File: src/core/pcr_pkg.sv
// constants for the clock-generator configuration register bank
// assumes a 100 MHz system clock that samples the serial link pins
package pcr_pkg;

  localparam int          CFG_BYTES     = 8;
  localparam int          PTR_W         = 3;
  localparam int          ADDR_SEL_W    = 2;
  localparam int          WORD_W        = 64;

  // upper five bits of the serial device address; value is arbitrary
  localparam logic [4:0]  DEV_ADDR_HI   = 5'h0b;

  localparam logic [7:0]  CFG_RESET     = 8'h00;
  localparam logic [3:0]  BITS_PER_BYTE = 4'h8;
  localparam logic [3:0]  LAST_BIT      = 4'h7;
  localparam logic [3:0]  POST_AB_MAX   = 4'hb;

  // byte offsets
  localparam logic [2:0]  REG_REF_DIV_LOW          = 3'h0;
  localparam logic [2:0]  REG_POST_C_CTRL_REF_HIGH = 3'h1;
  localparam logic [2:0]  REG_POST_STAGE_AB        = 3'h2;
  localparam logic [2:0]  REG_FB_DIV_LOW           = 3'h3;
  localparam logic [2:0]  REG_FB_DIV_HIGH_OUT_CTRL = 3'h4;
  localparam logic [2:0]  REG_LOOP_TUNING          = 3'h5;
  localparam logic [2:0]  REG_POWER_SYNC_CTRL      = 3'h6;
  localparam logic [2:0]  REG_SPARE_RESERVED       = 3'h7;

  // field positions within the 64-bit configuration word
  localparam int          REF_DIV_MSB   = 11;
  localparam int          REF_DIV_LSB   = 0;
  localparam int          REF_SRC_BIT   = 12;
  localparam int          PD_A_BIT      = 13;
  localparam int          POST_C_MSB    = 15;
  localparam int          POST_C_LSB    = 14;
  localparam int          POST_A_MSB    = 19;
  localparam int          POST_A_LSB    = 16;
  localparam int          POST_B_MSB    = 23;
  localparam int          POST_B_LSB    = 20;
  localparam int          FB_DIV_MSB    = 37;
  localparam int          FB_DIV_LSB    = 24;
  localparam int          FB_SRC_BIT    = 38;
  localparam int          OUT_STYLE_BIT = 39;
  localparam int          PUMP_MSB      = 41;
  localparam int          PUMP_LSB      = 40;
  localparam int          LRES_MSB      = 45;
  localparam int          LRES_LSB      = 44;
  localparam int          LCAP_BIT      = 46;
  localparam int          SYNC_ON_BIT   = 48;
  localparam int          SYNC_EDGE_BIT = 49;
  localparam int          PD_B_BIT      = 53;

  typedef enum logic [3:0] {
    ST_IDLE,
    ST_ADDR,
    ST_ADDR_ACK,
    ST_PTR,
    ST_PTR_ACK,
    ST_WDATA,
    ST_WDATA_ACK,
    ST_RDATA,
    ST_RDATA_ACK
  } pcr_state_t;

endpackage

File: src/core/pcr_bank.sv
// configuration register bank with its serial slave port and sync gate
// assumes scl/sda/addr/sync pins are asynchronous and sampled at 100 MHz
`timescale 1ns/100ps
`default_nettype none

// Function
// [RL1] bit 12 picks crystal (0) or reference pin (1) for reference divider
// [RL2] bit 38 feeds feedback divider from oscillator (0) or post chain (1)
// [RL3] bits 13 and 53 each power down their circuitry when set
// [RL4] bit 39 selects differential (0) or single-ended (1) output drivers
// [RL5] pump current 41:40, loop resistor 45:44, loop cap 46 are static controls
// [RL6] reference divisor is unsigned bits 11:0, bit 0 weight one
// [RL7] feedback divisor is unsigned bits 37:24, bit 37 weight 8192
// [RL8] bit 48 enables the sync input when set
// [RL9] bit 49 chooses falling (0) or rising (1) sync edge
// [RL10] host writes zero to all reserved bits
// [RL11] post stages a and b divide by code plus one, codes 0 to 11
// [RL12] post stage c divides by 1, 2, 4 or 8
// [RL13] all bits clear at reset and read back as written
// [RL14] each byte updates when its data byte is acknowledged
// [RL15] three-bit byte pointer selects bytes 0 to 7 of the word
// [RL16] fields spanning two bytes follow each byte as it updates
module pcr_bank (
  input  wire logic                            clk_i,
  input  wire logic                            rst_n_i,
  input  wire logic                            scl_i,
  input  wire logic                            sda_i,
  output logic                                 sda_o,
  output logic                                 sda_oe_n_o,
  input  wire logic [pcr_pkg::ADDR_SEL_W-1:0]  addr_sel_i,
  input  wire logic                            sync_i,
  output logic                                 sync_event_o,
  output logic [11:0]                          ref_divisor_o,
  output logic                                 ref_div_source_sel_o,
  output logic                                 power_down_a_o,
  output logic [1:0]                           post_stage_c_o,
  output logic [3:0]                           post_c_modulus_o,
  output logic [3:0]                           post_stage_a_o,
  output logic [4:0]                           post_a_modulus_o,
  output logic [3:0]                           post_stage_b_o,
  output logic [4:0]                           post_b_modulus_o,
  output logic [13:0]                          fb_divisor_o,
  output logic                                 fb_div_source_sel_o,
  output logic                                 output_style_sel_o,
  output logic [1:0]                           pump_current_sel_o,
  output logic [1:0]                           loop_resistor_sel_o,
  output logic                                 loop_cap_sel_o,
  output logic                                 sync_gate_on_o,
  output logic                                 sync_edge_sel_o,
  output logic                                 power_down_b_o
);
  import pcr_pkg::*;

  ////////////////////////////////////////////////////////////////////////////
  // functions

  function automatic logic [4:0] post_ab_mod(input logic [3:0] code);
    post_ab_mod = {1'b0, code} + 5'h01;
  endfunction

  ////////////////////////////////////////////////////////////////////////////
  // pin synchronisers

  logic                  scl_m_q, scl_s_q, scl_p_q;
  logic                  sda_m_q, sda_s_q, sda_p_q;
  logic                  syn_m_q, syn_s_q, syn_p_q;
  logic [ADDR_SEL_W-1:0] adr_m_q, adr_s_q;

  always_ff @(posedge clk_i) begin
    if (!rst_n_i) begin
      scl_m_q <= 1'b1;
      scl_s_q <= 1'b1;
      scl_p_q <= 1'b1;
      sda_m_q <= 1'b1;
      sda_s_q <= 1'b1;
      sda_p_q <= 1'b1;
      syn_m_q <= 1'b0;
      syn_s_q <= 1'b0;
      syn_p_q <= 1'b0;
      adr_m_q <= '0;
      adr_s_q <= '0;
    end else begin
      scl_m_q <= scl_i;
      scl_s_q <= scl_m_q;
      scl_p_q <= scl_s_q;
      sda_m_q <= sda_i;
      sda_s_q <= sda_m_q;
      sda_p_q <= sda_s_q;
      syn_m_q <= sync_i;
      syn_s_q <= syn_m_q;
      syn_p_q <= syn_s_q;
      adr_m_q <= addr_sel_i;
      adr_s_q <= adr_m_q;
    end
  end

  logic scl_rise, scl_fall, start_c, stop_c, syn_rise, syn_fall;

  assign scl_rise = scl_s_q & ~scl_p_q;
  assign scl_fall = ~scl_s_q & scl_p_q;
  assign start_c  = scl_s_q & scl_p_q & sda_p_q & ~sda_s_q;
  assign stop_c   = scl_s_q & scl_p_q & ~sda_p_q & sda_s_q;
  assign syn_rise = syn_s_q & ~syn_p_q;
  assign syn_fall = ~syn_s_q & syn_p_q;

  ////////////////////////////////////////////////////////////////////////////
  // serial slave and register array

  pcr_state_t        st_q, st_d;
  logic [3:0]        cnt_q, cnt_d;
  logic [7:0]        sh_q, sh_d;
  logic [PTR_W-1:0]  ptr_q, ptr_d;
  logic              rw_q, rw_d;
  logic              drv_q, drv_d;
  logic [7:0]        cfg_q [CFG_BYTES];
  logic [7:0]        cfg_d [CFG_BYTES];
  logic [WORD_W-1:0] cfg_word;

  always_comb begin
    st_d  = st_q;
    cnt_d = cnt_q;
    sh_d  = sh_q;
    ptr_d = ptr_q;
    rw_d  = rw_q;
    drv_d = drv_q;
    cfg_d = cfg_q;
    if (start_c) begin
      st_d  = ST_ADDR;
      cnt_d = 4'h0;
      drv_d = 1'b0;
    end else if (stop_c) begin
      st_d  = ST_IDLE;
      drv_d = 1'b0;
    end else begin
      case (st_q)
        ST_ADDR, ST_PTR, ST_WDATA: begin
          if (scl_rise && cnt_q != BITS_PER_BYTE) begin
            sh_d  = {sh_q[6:0], sda_s_q};
            cnt_d = cnt_q + 4'h1;
          end else if (scl_fall && cnt_q == BITS_PER_BYTE) begin
            cnt_d = 4'h0;
            drv_d = 1'b1;
            if (st_q == ST_ADDR) begin
              if (sh_q[7:1] == {DEV_ADDR_HI, adr_s_q}) begin
                st_d = ST_ADDR_ACK;
                rw_d = sh_q[0];
              end else begin
                st_d  = ST_IDLE;
                drv_d = 1'b0;
              end
            end else if (st_q == ST_PTR) begin
              st_d  = ST_PTR_ACK;
              ptr_d = sh_q[PTR_W-1:0]; // RL15
            end else begin
              st_d         = ST_WDATA_ACK;
              cfg_d[ptr_q] = sh_q; // RL14 RL16
            end
          end
        end
        ST_ADDR_ACK: begin
          if (scl_fall) begin
            cnt_d = 4'h0;
            if (rw_q) begin
              st_d  = ST_RDATA;
              sh_d  = cfg_q[ptr_q]; // RL13
              drv_d = ~cfg_q[ptr_q][7];
            end else begin
              st_d  = ST_PTR;
              drv_d = 1'b0;
            end
          end
        end
        ST_PTR_ACK: begin
          if (scl_fall) begin
            st_d  = ST_WDATA;
            drv_d = 1'b0;
          end
        end
        ST_WDATA_ACK: begin
          if (scl_fall) begin
            st_d  = ST_WDATA;
            drv_d = 1'b0;
            ptr_d = ptr_q + 3'h1; // RL15
          end
        end
        ST_RDATA: begin
          if (scl_fall) begin
            if (cnt_q == LAST_BIT) begin
              st_d  = ST_RDATA_ACK;
              drv_d = 1'b0;
              ptr_d = ptr_q + 3'h1; // RL15
            end else begin
              sh_d  = {sh_q[6:0], 1'b0};
              drv_d = ~sh_q[6];
              cnt_d = cnt_q + 4'h1;
            end
          end
        end
        ST_RDATA_ACK: begin
          if (scl_rise && sda_s_q) begin
            st_d = ST_IDLE;
          end else if (scl_fall) begin
            st_d  = ST_RDATA;
            cnt_d = 4'h0;
            sh_d  = cfg_q[ptr_q];
            drv_d = ~cfg_q[ptr_q][7];
          end
        end
        default: begin
          st_d = ST_IDLE;
        end
      endcase
    end
  end

  always_ff @(posedge clk_i) begin
    if (!rst_n_i) begin
      st_q  <= ST_IDLE;
      cnt_q <= 4'h0;
      sh_q  <= 8'h00;
      ptr_q <= '0;
      rw_q  <= 1'b0;
      drv_q <= 1'b0;
      for (int i = 0; i < CFG_BYTES; i++) begin
        cfg_q[i] <= CFG_RESET; // RL13
      end
    end else begin
      st_q  <= st_d;
      cnt_q <= cnt_d;
      sh_q  <= sh_d;
      ptr_q <= ptr_d;
      rw_q  <= rw_d;
      drv_q <= drv_d;
      cfg_q <= cfg_d;
    end
  end

  assign sda_o      = 1'b0;
  assign sda_oe_n_o = ~drv_q;
  assign cfg_word   = {cfg_q[7], cfg_q[6], cfg_q[5], cfg_q[4],
                       cfg_q[3], cfg_q[2], cfg_q[1], cfg_q[0]};

  ////////////////////////////////////////////////////////////////////////////
  // decoded controls

  assign ref_divisor_o        = cfg_word[REF_DIV_MSB:REF_DIV_LSB]; // RL6 RL16
  assign ref_div_source_sel_o = cfg_word[REF_SRC_BIT]; // RL1
  assign power_down_a_o       = cfg_word[PD_A_BIT]; // RL3
  assign post_stage_c_o       = cfg_word[POST_C_MSB:POST_C_LSB];
  assign post_c_modulus_o     = 4'h1 << post_stage_c_o; // RL12
  assign post_stage_a_o       = cfg_word[POST_A_MSB:POST_A_LSB];
  assign post_a_modulus_o     = post_ab_mod(post_stage_a_o); // RL11
  assign post_stage_b_o       = cfg_word[POST_B_MSB:POST_B_LSB];
  assign post_b_modulus_o     = post_ab_mod(post_stage_b_o); // RL11
  assign fb_divisor_o         = cfg_word[FB_DIV_MSB:FB_DIV_LSB]; // RL7 RL16
  assign fb_div_source_sel_o  = cfg_word[FB_SRC_BIT]; // RL2
  assign output_style_sel_o   = cfg_word[OUT_STYLE_BIT]; // RL4
  assign pump_current_sel_o   = cfg_word[PUMP_MSB:PUMP_LSB]; // RL5
  assign loop_resistor_sel_o  = cfg_word[LRES_MSB:LRES_LSB]; // RL5
  assign loop_cap_sel_o       = cfg_word[LCAP_BIT]; // RL5
  assign sync_gate_on_o       = cfg_word[SYNC_ON_BIT];
  assign sync_edge_sel_o      = cfg_word[SYNC_EDGE_BIT];
  assign power_down_b_o       = cfg_word[PD_B_BIT]; // RL3

  ////////////////////////////////////////////////////////////////////////////
  // sync input gate

  logic sev_q, sev_d;

  always_comb begin
    sev_d = sync_gate_on_o & (sync_edge_sel_o ? syn_rise : syn_fall); // RL8 RL9
  end

  always_ff @(posedge clk_i) begin
    if (!rst_n_i) begin
      sev_q <= 1'b0;
    end else begin
      sev_q <= sev_d;
    end
  end

  assign sync_event_o = sev_q;
endmodule

`default_nettype wire

File: config.mk
export PLATFORM = sky130hd
export DESIGN_NAME = pcr_bank
export DESIGN_NICKNAME = d
export VERILOG_FILES = /design/src/core/pcr_pkg.sv /design/src/core/pcr_bank.sv
export SDC_FILE = /design/constraint.sdc
export NUM_CORES = 1
export LEC_CHECK = 0
export ABC_AREA = 1
export BUFFER_PORTS_ARGS = -buffer_cell sky130_fd_sc_hd__buf_2
export CORE_MARGIN = 4
export CORE_UTILIZATION = 55
export CTS_CLUSTER_DIAMETER = 120
export DETAILED_ROUTE_END_ITERATION = 10
export PLACE_DENSITY = 0.75
export SLEW_MARGIN = 10
export SYNTH_ARGS = -nofsm -noshare
export SYNTH_HDL_FRONTEND = slang
export SYNTH_SLANG_ARGS = --single-unit
File: constraint.sdc
create_clock -name clk_i -period 1.98 [get_ports clk_i]
set_input_delay 0.396 -clock clk_i [delete_from_list [all_inputs] [get_ports clk_i]]
set_output_delay 0.396 -clock clk_i [all_outputs]
set_load 0.05 [all_outputs]
==> metrics, run 1 <==
worst endpoint data arrival time between 2000 and 2500 ps; grt ovf 0; post-DP HPWL 9140 µm; Global Route Usage Sum 20.8%; Cells after DPL 976; Critical Path RT 2220 ps; Hold Path Class primary input to register; final setup fails 0; first-pass GRT wire length 21900 µm; crit-path max FO 16; largest delay contributor family on the critical path simple AND/OR/NAND/NOR gates; register area 1980 µm²; Post-Synth Adder-Cell Area about 1.1%; fillers 995; Reg2Reg Setup Slack 180 ps; CTS tree done; initial antenna violation count 0; WHS Path Cells 3; Critical R2R Capture fb_divisor_o[10]; root buffer cell clkbuf_8; Worst slew margin 64.1%; status finished, final reports clean; drt drc 0; Multi-input gate area 2950 µm²; sum of buffers and inverters on the critical path 2; buffers added on ports 70; count of state elements after synthesis 99; # H-tree levels 3; Post-Route WL 12700 µm; Top-Level Pins roughly 70; pwr dens 886 nW/µm²; Layout Cells excl Fill 995; proportion of layout cells with a drive suffix above 1 23.6%; number of global-route vias before repair 4607; per-cell routed wire length 12.7 µm; critical path type register to register; Hold Crit Start addr_sel_i[1]; slowest CP cell dfxtp_1; Yosys cell types 33; Mapped Cells 834; XOR/XNOR share of the synthesized area 1.04%; Pins Over Slew Limit 0; largest family of logic cells by synthesized area simple AND/OR/NAND/NOR gates; Synth area leaders dfxtp_1 (34%), nand2_1 (13%), a211oi_2 (12%); Via-to-Cell Ratio 4.99; fin crit share about nine tenths; starting density of the core approximately 57%; minimum clock period 1800 ps; CTS clock-pin slew for the worst setup and hold paths around 100 ps; 1st-iter DRT viols 384; Leak Pwr between 3 and 4 nW; Syn Nets 846; worst skew pair latency between 300 and 400 ps; Fmax 554 MHz; clk buf depth 2; clk_skew 12.8 ps; Layout area overhead 6.19%; largest net degree at the start of global routing 70; Max-cap violations 0; Core ar. between 10000 and 15000 µm²; mux cell area share after synthesis 0%; fin nets 866; simple-gate area share of the yosys netlist 31.1%; crit start category register; Critical Path Sink Type register; gpl congestion 0.905; leading area contributor after synthesis dfxtp_1; CTS Hold Bufs 0; row count 37; Seq/Total Area, Yosys 33.6%; DRT Pass-1 Iters 5; Num CTS Buffers 9; post-synthesis compound-gate area fraction 16.6%; Post-Syn Area per Cell 7.07 µm²; setup tns final 0 ps; Die Width 112 µm; final hold violation count 0; Warnings, synthesis 0; Hold Path End adr_m_q[1]; Max IR drop VDD 611 µV; worst r2r src cnt_q[0]; clock sink total 99; unrepaired setup endpoints after global routing no; worst-margin pin slew 538 ps; Vias 4967; n_diodes 0; crit-path cells inv_1, ha_1, nand2_1, nor2_2, nand2_2, nor2_8, buf_12, nand3_4, nor2_1, a211oi_2; DRT antenna net count 0; top cell type's share of synthesized area 33.6%; cell area after synthesis 5900 µm²; Die Ht approximately 110 µm; Max stage delay on crit path roughly 360 ps; die area between 10000 and 15000 µm²; worst r2r path cells 10
-- synthesized netlist by cell type --
master,instances
o21ai_0,26
nand3_4,7
o21ai_1,3
nor2_2,5
conb_1,1
xor2_1,6
nor2_8,2
or2_2,4
clkinv_1,1
nor3_1,4
o211ai_1,1
nand3_1,40
o21bai_2,1
nand2_1,207
a21oi_1,9
buf_4,42
o21bai_1,1
a211oi_1,10
buf_2,9
nor2_1,136
nor3_2,1
clkbuf_2,1
nand2_4,3
a211oi_2,55
dfxtp_1,99
nand4_1,2
ha_1,5
nand2_2,8
xnor2_1,1
inv_2,6
clkbuf_1,21
inv_1,108
buf_6,9
-- how the worst max path moves through the flow --
stage | startpoint | end | slack (ps) | cells after the start
floorplan | post_stage_b_o[0] | post_b_modulus_o[2] | 270 | 2
global placement | cnt_q[0] | pump_current_sel_o[1] | 140 | 9
detailed placement | cnt_q[0] | ref_divisor_o[3] | 90 | 9
CTS | cnt_q[0] | fb_divisor_o[7] | 60 | 9
global route | cnt_q[0] | st_q[2] | 30 | 11
finish | cnt_q[0] | fb_divisor_o[10] | 180 | 10
-- layer usage --
layer	vias up	part of all wire (%)	track usage (%)
li1	2606	-	-
met1	2209	47	28.6
met2	142	45	34.0
met3	10	7.3	4.24
met4	0	0.87	4.06
met5	-	0	0
-- worst min-delay path: cells and delay by family --
kind / cells / cell delay, ps
and+or+nand+nor: 1 / 40
buffers and inverters: 2 / 110
-- kinds of logic after synthesis --
group,after synthesis
buffers and inverters,197
XOR/XNOR,7
other,1
flip-flops,99
AND/OR/NAND/NOR,419
AO/OA/AOI/OAI,106
adder cells (fa/ha/maj),5
-- layout make-up --
| type | count | share of cell area (%) |
|---|---|---|
| clock inverters | 7 | 0.959 |
| clock buffers | 9 | 1.98 |
| flip-flops and latches | 99 | 31.7 |
| repair buffers | 91 | 8.71 |
| multi-input cells | 538 | 47.1 |
| well taps | 136 | 2.72 |
| inverters | 115 | 6.89 |
-- sequential cells by signal (all words and copies together), names as in the netlist, 2 cells and up --
register,count
post_stage_a_o,4
ptr_q,3
pump_current_sel_o,2
cnt_q,4
post_stage_c_o,2
post_stage_b_o,4
cfg_q,16
fb_divisor_o,14
adr_s_q,2
st_q,4
sh_q,8
loop_resistor_sel_o,2
ref_divisor_o,12
adr_m_q,2
-- cell usage in the layout (no fill, tap or decap), drive strengths merged --
cell    synthesis  final
clkinv          1      4
a21oi           9      9
buf            60     91
nand2         218    218
inv           114    118
nor2          143    143
o21ai          29     29
nand3          47     47
o211ai          1      1
clkbuf         22      9
nor3            5      5
o21bai          2      2
nand4           2      2
a211oi         65     65
dfxtp          99     99
conb            1      1
ha              5      5
or2             4      4
xnor2           1      1
xor2            6      6
-- report_power, final --
part / switching (mW) / total [mW] / internal [mW]
Clock: 0.756 / 1.24 / 0.480
Sequential: 0.236 / 2.39 / 2.16
Combinational: 1.32 / 1.92 / 0.603
-- per-stage QoR --
stage / total power, mW / setup slack (ps) / hold slack (ps) / cell area [µm²] / utilization, %
final: 5.55 / 176 / 216 / 6260 / 60.4
after global routing: 5.98 / 33.7 / 208 / 6260 / 60.4
after CTS: 5.56 / 64.6 / 202 / 6220 / 60.0
after detailed placement: 4.32 / 85.6 / 401 / 6040 / 58.2
after global placement: 4.32 / 138 / 394 / 6040 / 58.2
after floorplan: 3.83 / 269 / 390 / 5900 / -
-- what timing repair did --
action / in CTS / in global routing
buffers inserted: 0 / 3
setup endpoints to repair: 0 / 51
resized for setup: 0 / 3
Note: power is estimated with default switching activity, not from simulation.
==> inputs of run 2 (changes only) <==
- CORE_MARGIN: 4 -> 2
==> run 2 against run 1 <==
  * Clock power is 16% higher
  * Total power is 3.9% higher
  * Register-to-register slack hardly changed
  * Design area is 0.40% higher
  * Fmax is 0.64% higher
  * Utilization is 0.24 points higher
  * Via count is 0.58% higher
  * Critical path type unchanged
==> metrics, run 2 (synthesis gave the netlist of run 1 again) <==
Layout area overhead 6.62%; worst hold margin 194 ps; Leak Pwr between 3 and 4 nW; combinational share of power 34.0%; Vias 4996; clock share of power approximately a quarter; clk buf depth 2; drt drc 0; Global Route Usage Sum 22.7%; setup tns final 0 ps; initial antenna violation count 0; largest register by flop count cfg_q; buffers added on ports 70; DRT Pass-1 Iters 5; number of global-route vias before repair 4444; largest net degree at the start of global routing 41; 1st-iter DRT viols 350; Pins Over Slew Limit 0; worst r2r src cnt_q[0]; Layout Cells excl Fill 998; CTS tree done; Design Power 5.76 mW; Max stage delay on crit path 360 ps; grt ovf 0; root buffer cell clkbuf_8; NetSw 2.38 mW; clock sink total ~100; Die Width 108 µm; Fmax 558 MHz; Max-cap violations 0; DRT antenna net count 0; crit-path max FO 16; Post-Route WL ~13000 µm; CP startpoint cnt_q[0]; status finished, final reports clean; post-DP HPWL 9120 µm; Hold Path End syn_m_q; Design Area, Final 6290 µm²; gpl congestion 0.903; Core ar. slightly above 10000 µm²; Hold Path Class primary input to register; commonest non-fill, non-tap cells in the layout nand2_1 (207), nor2_1 (136), inv_1 (108), dfxtp_1 (98), buf_2 (70); final worst slack roughly 190 ps; Hold Crit Start sync_i; Placement Setup Slack 99.0 ps; fillers around 980; Reg2Reg Setup Slack 190 ps; crit-path cells inv_1, ha_1, nand2_1, nor2_2, nand2_2, nor2_8, buf_12, nand3_4, nor2_1, a211oi_2; fin crit share 90.5%; starting density of the core 56.9%; max FFs per register 16; Critical Path Sink Type register; row count 37; worst r2r path cells 10; final core occ roughly three fifths; Sw Ratio approximately two fifths; commonest non-fill, non-tap cell in the layout nand2_1; clk_skew 16.1 ps; Die Ht 108 µm; proportion of layout cells with a drive suffix above 1 23.7%; sequential share of power 41.1%; CTS clock-pin slew for the worst setup and hold paths around 110 ps; Num CTS Buffers 9; first-pass GRT wire length 21000 µm; critical path type register to register; final hold violation count 0; slowest CP cell dfxtp_1; Critical R2R Capture pump_current_sel_o[1]; Internal between 3 and 4 mW; placed instance area 6030 µm²; CTS Hold Bufs 0; worst skew pair latency 380 ps; Top-Level Pins 72; Via-to-Cell Ratio 5.01; Critical Path RT around 2200 ps; worst-margin pin slew 591 ps; WHS Path Cells 3; Max IR drop VDD 527 µV; Multi-input gate area 2950 µm²; fin nets slightly below 900; Cells after DPL 979; n_diodes 0; unrepaired setup endpoints after global routing no; # H-tree levels 3; pwr dens 916 nW/µm²; register area 1980 µm²; die area approximately 12000 µm²; final setup fails 0; crit start category register; minimum clock period around 1800 ps; Worst slew margin 60.6%; worst endpoint data arrival time 2040 ps; per-cell routed wire length 12.8 µm
run 2: changes by cell type in the layout (fill, tap and decap cells not counted), sizes merged:
| cell | change |
|---|---|
| buf | +3 |
| bufinv | +1 |
| clkinv | -2 |
| inv | +1 |
run 2: power by group through the flow:
stage          Combinational, mW  Clock [mW]  Sequential [mW]
2_1_floorplan               1.54           0             2.29
3_3_place_gp                1.92           0             2.41
3_5_place_dp                1.93           0             2.41
4_1_cts                     1.94        1.45             2.36
5_1_grt                     2.22        1.52             2.39
6_report                    1.96        1.44             2.37
run 2: final cells by class:
type	instances	area share, %
multi-input combinational	538	46.8
inverter	115	6.86
clock inverter	7	1.47
tap	136	2.71
sequential	99	31.5
timing repair buffer	94	8.63
clock buffer	9	1.97
run 2: repair_timing:
item | CTS | global route
buffers inserted | 0 | 3
setup endpoints to repair | 0 | 50
resized for setup | 0 | 1
run 2: worst max-delay path: cells and delay by family (launching register included):
| family | cells | cell delay (ps) |
|---|---|---|
| adders and majority gates | 1 | 140 |
| and+or+nand+nor | 6 | 890 |
| DFF | 1 | 360 |
| buffers and inverters | 2 | 230 |
| AOI/OAI and AO/OA | 1 | 50 |
run 2: worst max-delay path by stage:
stage / to / slack, ps / cells past startpoint
global route: cfg_q[18] / 0.6 / 10
CTS: pump_current_sel_o[1] / 80 / 9
finish: pump_current_sel_o[1] / 190 / 10
detailed placement: pump_current_sel_o[1] / 100 / 9
global placement: fb_divisor_o[0] / 140 / 9
floorplan: post_b_modulus_o[2] / 270 / 2
run 2: per-layer routing:
| layer | wire length, µm | track usage [%] |
|---|---|---|
| met1 | 5930 | 30.6 |
| met2 | 5820 | 37.4 |
| met4 | 183 | 7.69 |
| met3 | 861 | 3.03 |
| met5 | 0 | 0 |
==> inputs of run 3 (changes only) <==
- clock period: 1.98 -> 1.8 ns (I/O delays scaled with it)
==> run 3 against run 2 <==
  * First-iteration DRC count increased by 1.7%
  * Die area did not move
  * Utilization grew 1.8 points
  * Fmax rose by 1.2%
  * Total power grew 15%
  * Worst setup slack worse by 160 ps
  * Non-clock buffer count grew 7
  * Clock skew up 1.8 ps
  * Via count rose by 0.88%
  * Largest power group unchanged
  * Highest routed layer unchanged
==> metrics, run 3 (synthesis gave the netlist of run 1 again) <==
largest register by flop count cfg_q; Die Width approximately 110 µm; Global Route Usage Sum 22.8%; Worst slew margin 66.7%; Critical Path Sink Type register; n_diodes 0; final hold violation count 0; Hold Path Class primary input to register; root buffer cell clkbuf_8; gpl congestion between 0.9 and 1; Internal 3.96 mW; pwr dens about 1000 nW/µm²; grt ovf 0; Max-cap violations 0; unrepaired setup endpoints after global routing yes; CTS clock-pin slew for the worst setup and hold paths ~100 ps; initial antenna violation count 0; die area 11600 µm²; status finished, final reports clean; critical path type register to register; proportion of layout cells with a drive suffix above 1 27.3%; worst skew pair latency approximately 370 ps; setup tns final 0 ps; Max IR drop VDD 755 µV; commonest non-fill, non-tap cell in the layout nand2_1; Via-to-Cell Ratio ~5; drt drc 0; Num CTS Buffers 9; clk_skew about 18 ps; Design Power 6.64 mW; row count 37; buffers added on ports 70; fin crit share 98.4%; final worst slack 28.9 ps; minimum clock period 1770 ps; post-DP HPWL about 9200 µm; commonest non-fill, non-tap cells in the layout nand2_1 (203), nor2_1 (129), inv_1 (106), dfxtp_1 (92), buf_2 (67); Max stage delay on crit path 340 ps; worst-margin pin slew 499 ps; crit-path max FO 16; sequential share of power 39.1%; combinational share of power 36.0%; fin nets 878; Sw Ratio 40.4%; worst hold margin 161 ps; crit start category register; # H-tree levels 3; slowest CP cell dfxtp_2; final setup fails 0; Pins Over Slew Limit 0; Core ar. 10400 µm²; sum of buffers and inverters on the critical path 2; Die Ht roughly 110 µm; Leak Pwr 3.14 nW; CTS Hold Bufs 0; NetSw 2.68 mW; CTS tree done; worst endpoint data arrival time 2020 ps; Vias just over 5000; per-cell routed wire length ~13 µm; Critical Path RT between 2000 and 2500 ps; Layout area overhead 9.78%; starting density of the core 56.9%; Fmax 565 MHz; Top-Level Pins 72; crit-path cells inv_2, ha_1, nand2_1, nor2_2, nand2_2, nor2_8, buf_12, nand3_4, nor2_1, a211oi_2; DRT antenna net count 0; first-pass GRT wire length 21200 µm; clk buf depth 2; clock sink total 99; Post-Route WL 13100 µm; DRT Pass-1 Iters 5; largest delay contributor family on the critical path simple AND/OR/NAND/NOR gates; number of global-route vias before repair between 4000 and 5000; max FFs per register 16; largest net degree at the start of global routing 70; Placement Setup Slack -52.0 ps; 1st-iter DRT viols 356; clock share of power 24.9%
[run 3: cell types whose count changed in the layout (fill, tap and decap cells not counted), moves of 4 or more]
cell and delta:
nor2_1 -7, buf_4 +6, dfxtp_1 -6, dfxtp_2 +6, nor2_2 +6, nand2_2 +5, nand3_2 +5, nand2_1 -4
nand3_1 -4
[run 3: path summary, 6_finish.rpt]
check | from | end | slack, ps | cells after the start
max | cnt_q[0] | fb_divisor_o[9] | 30 | 10
min | addr_sel_i[0] | adr_m_q[0] | 160 | 3
max reg2reg | cnt_q[0] | fb_divisor_o[9] | 30 | 10
min reg2reg | sda_m_q | sda_s_q | 420 | 1
[run 3: repair_timing]
item,CTS,global route
hold endpoints to repair,0,0
pin swaps,4,15
buffers inserted,1,0
endpoints found under the setup margin,49,68
gates cloned,0,2
gates resized for setup,2,33
[run 3: power by group through the flow]
stage          clock network (mW)  logic (mW)  registers, mW
3_5_place_dp                    0        2.22           2.63
3_3_place_gp                    0        2.21           2.62
4_1_cts                      1.67        2.25           2.58
6_report                     1.65        2.39           2.60
2_1_floorplan                   0        1.69           2.52
5_1_grt                      1.75        2.69           2.62
[run 3: routing by layer]
metal,vias up,wire (µm),track usage [%]
met3,16,690,3.03
met1,2261,6230,31.3
met2,131,6040,37.8
li1,2632,-,-
met5,-,0,0
met4,0,142,5.95
[run 3: final cells by class]
cell class	instances	area [µm²]
fill	961	3890
clock inverter	7	106
inverter	115	432
clock buffer	9	124
timing repair buffer	101	632
tap	136	170
sequential	99	1990
multi-input combinational	540	3020
[run 3: stage by stage]
step                instance area (µm²)  utilization [%]  cells
finish                             6480             62.5   1007
global route                       6480             62.5   1007
floorplan                          5900                -    834
CTS                                6380             61.6   1005
detailed placement                 6130             59.1    988
global placement                   6130             59.1    988
[run 3: worst min-delay path, stage by stage]
cell     delay (ps)
buf_2            70
nand2_1          40
inv_1            40
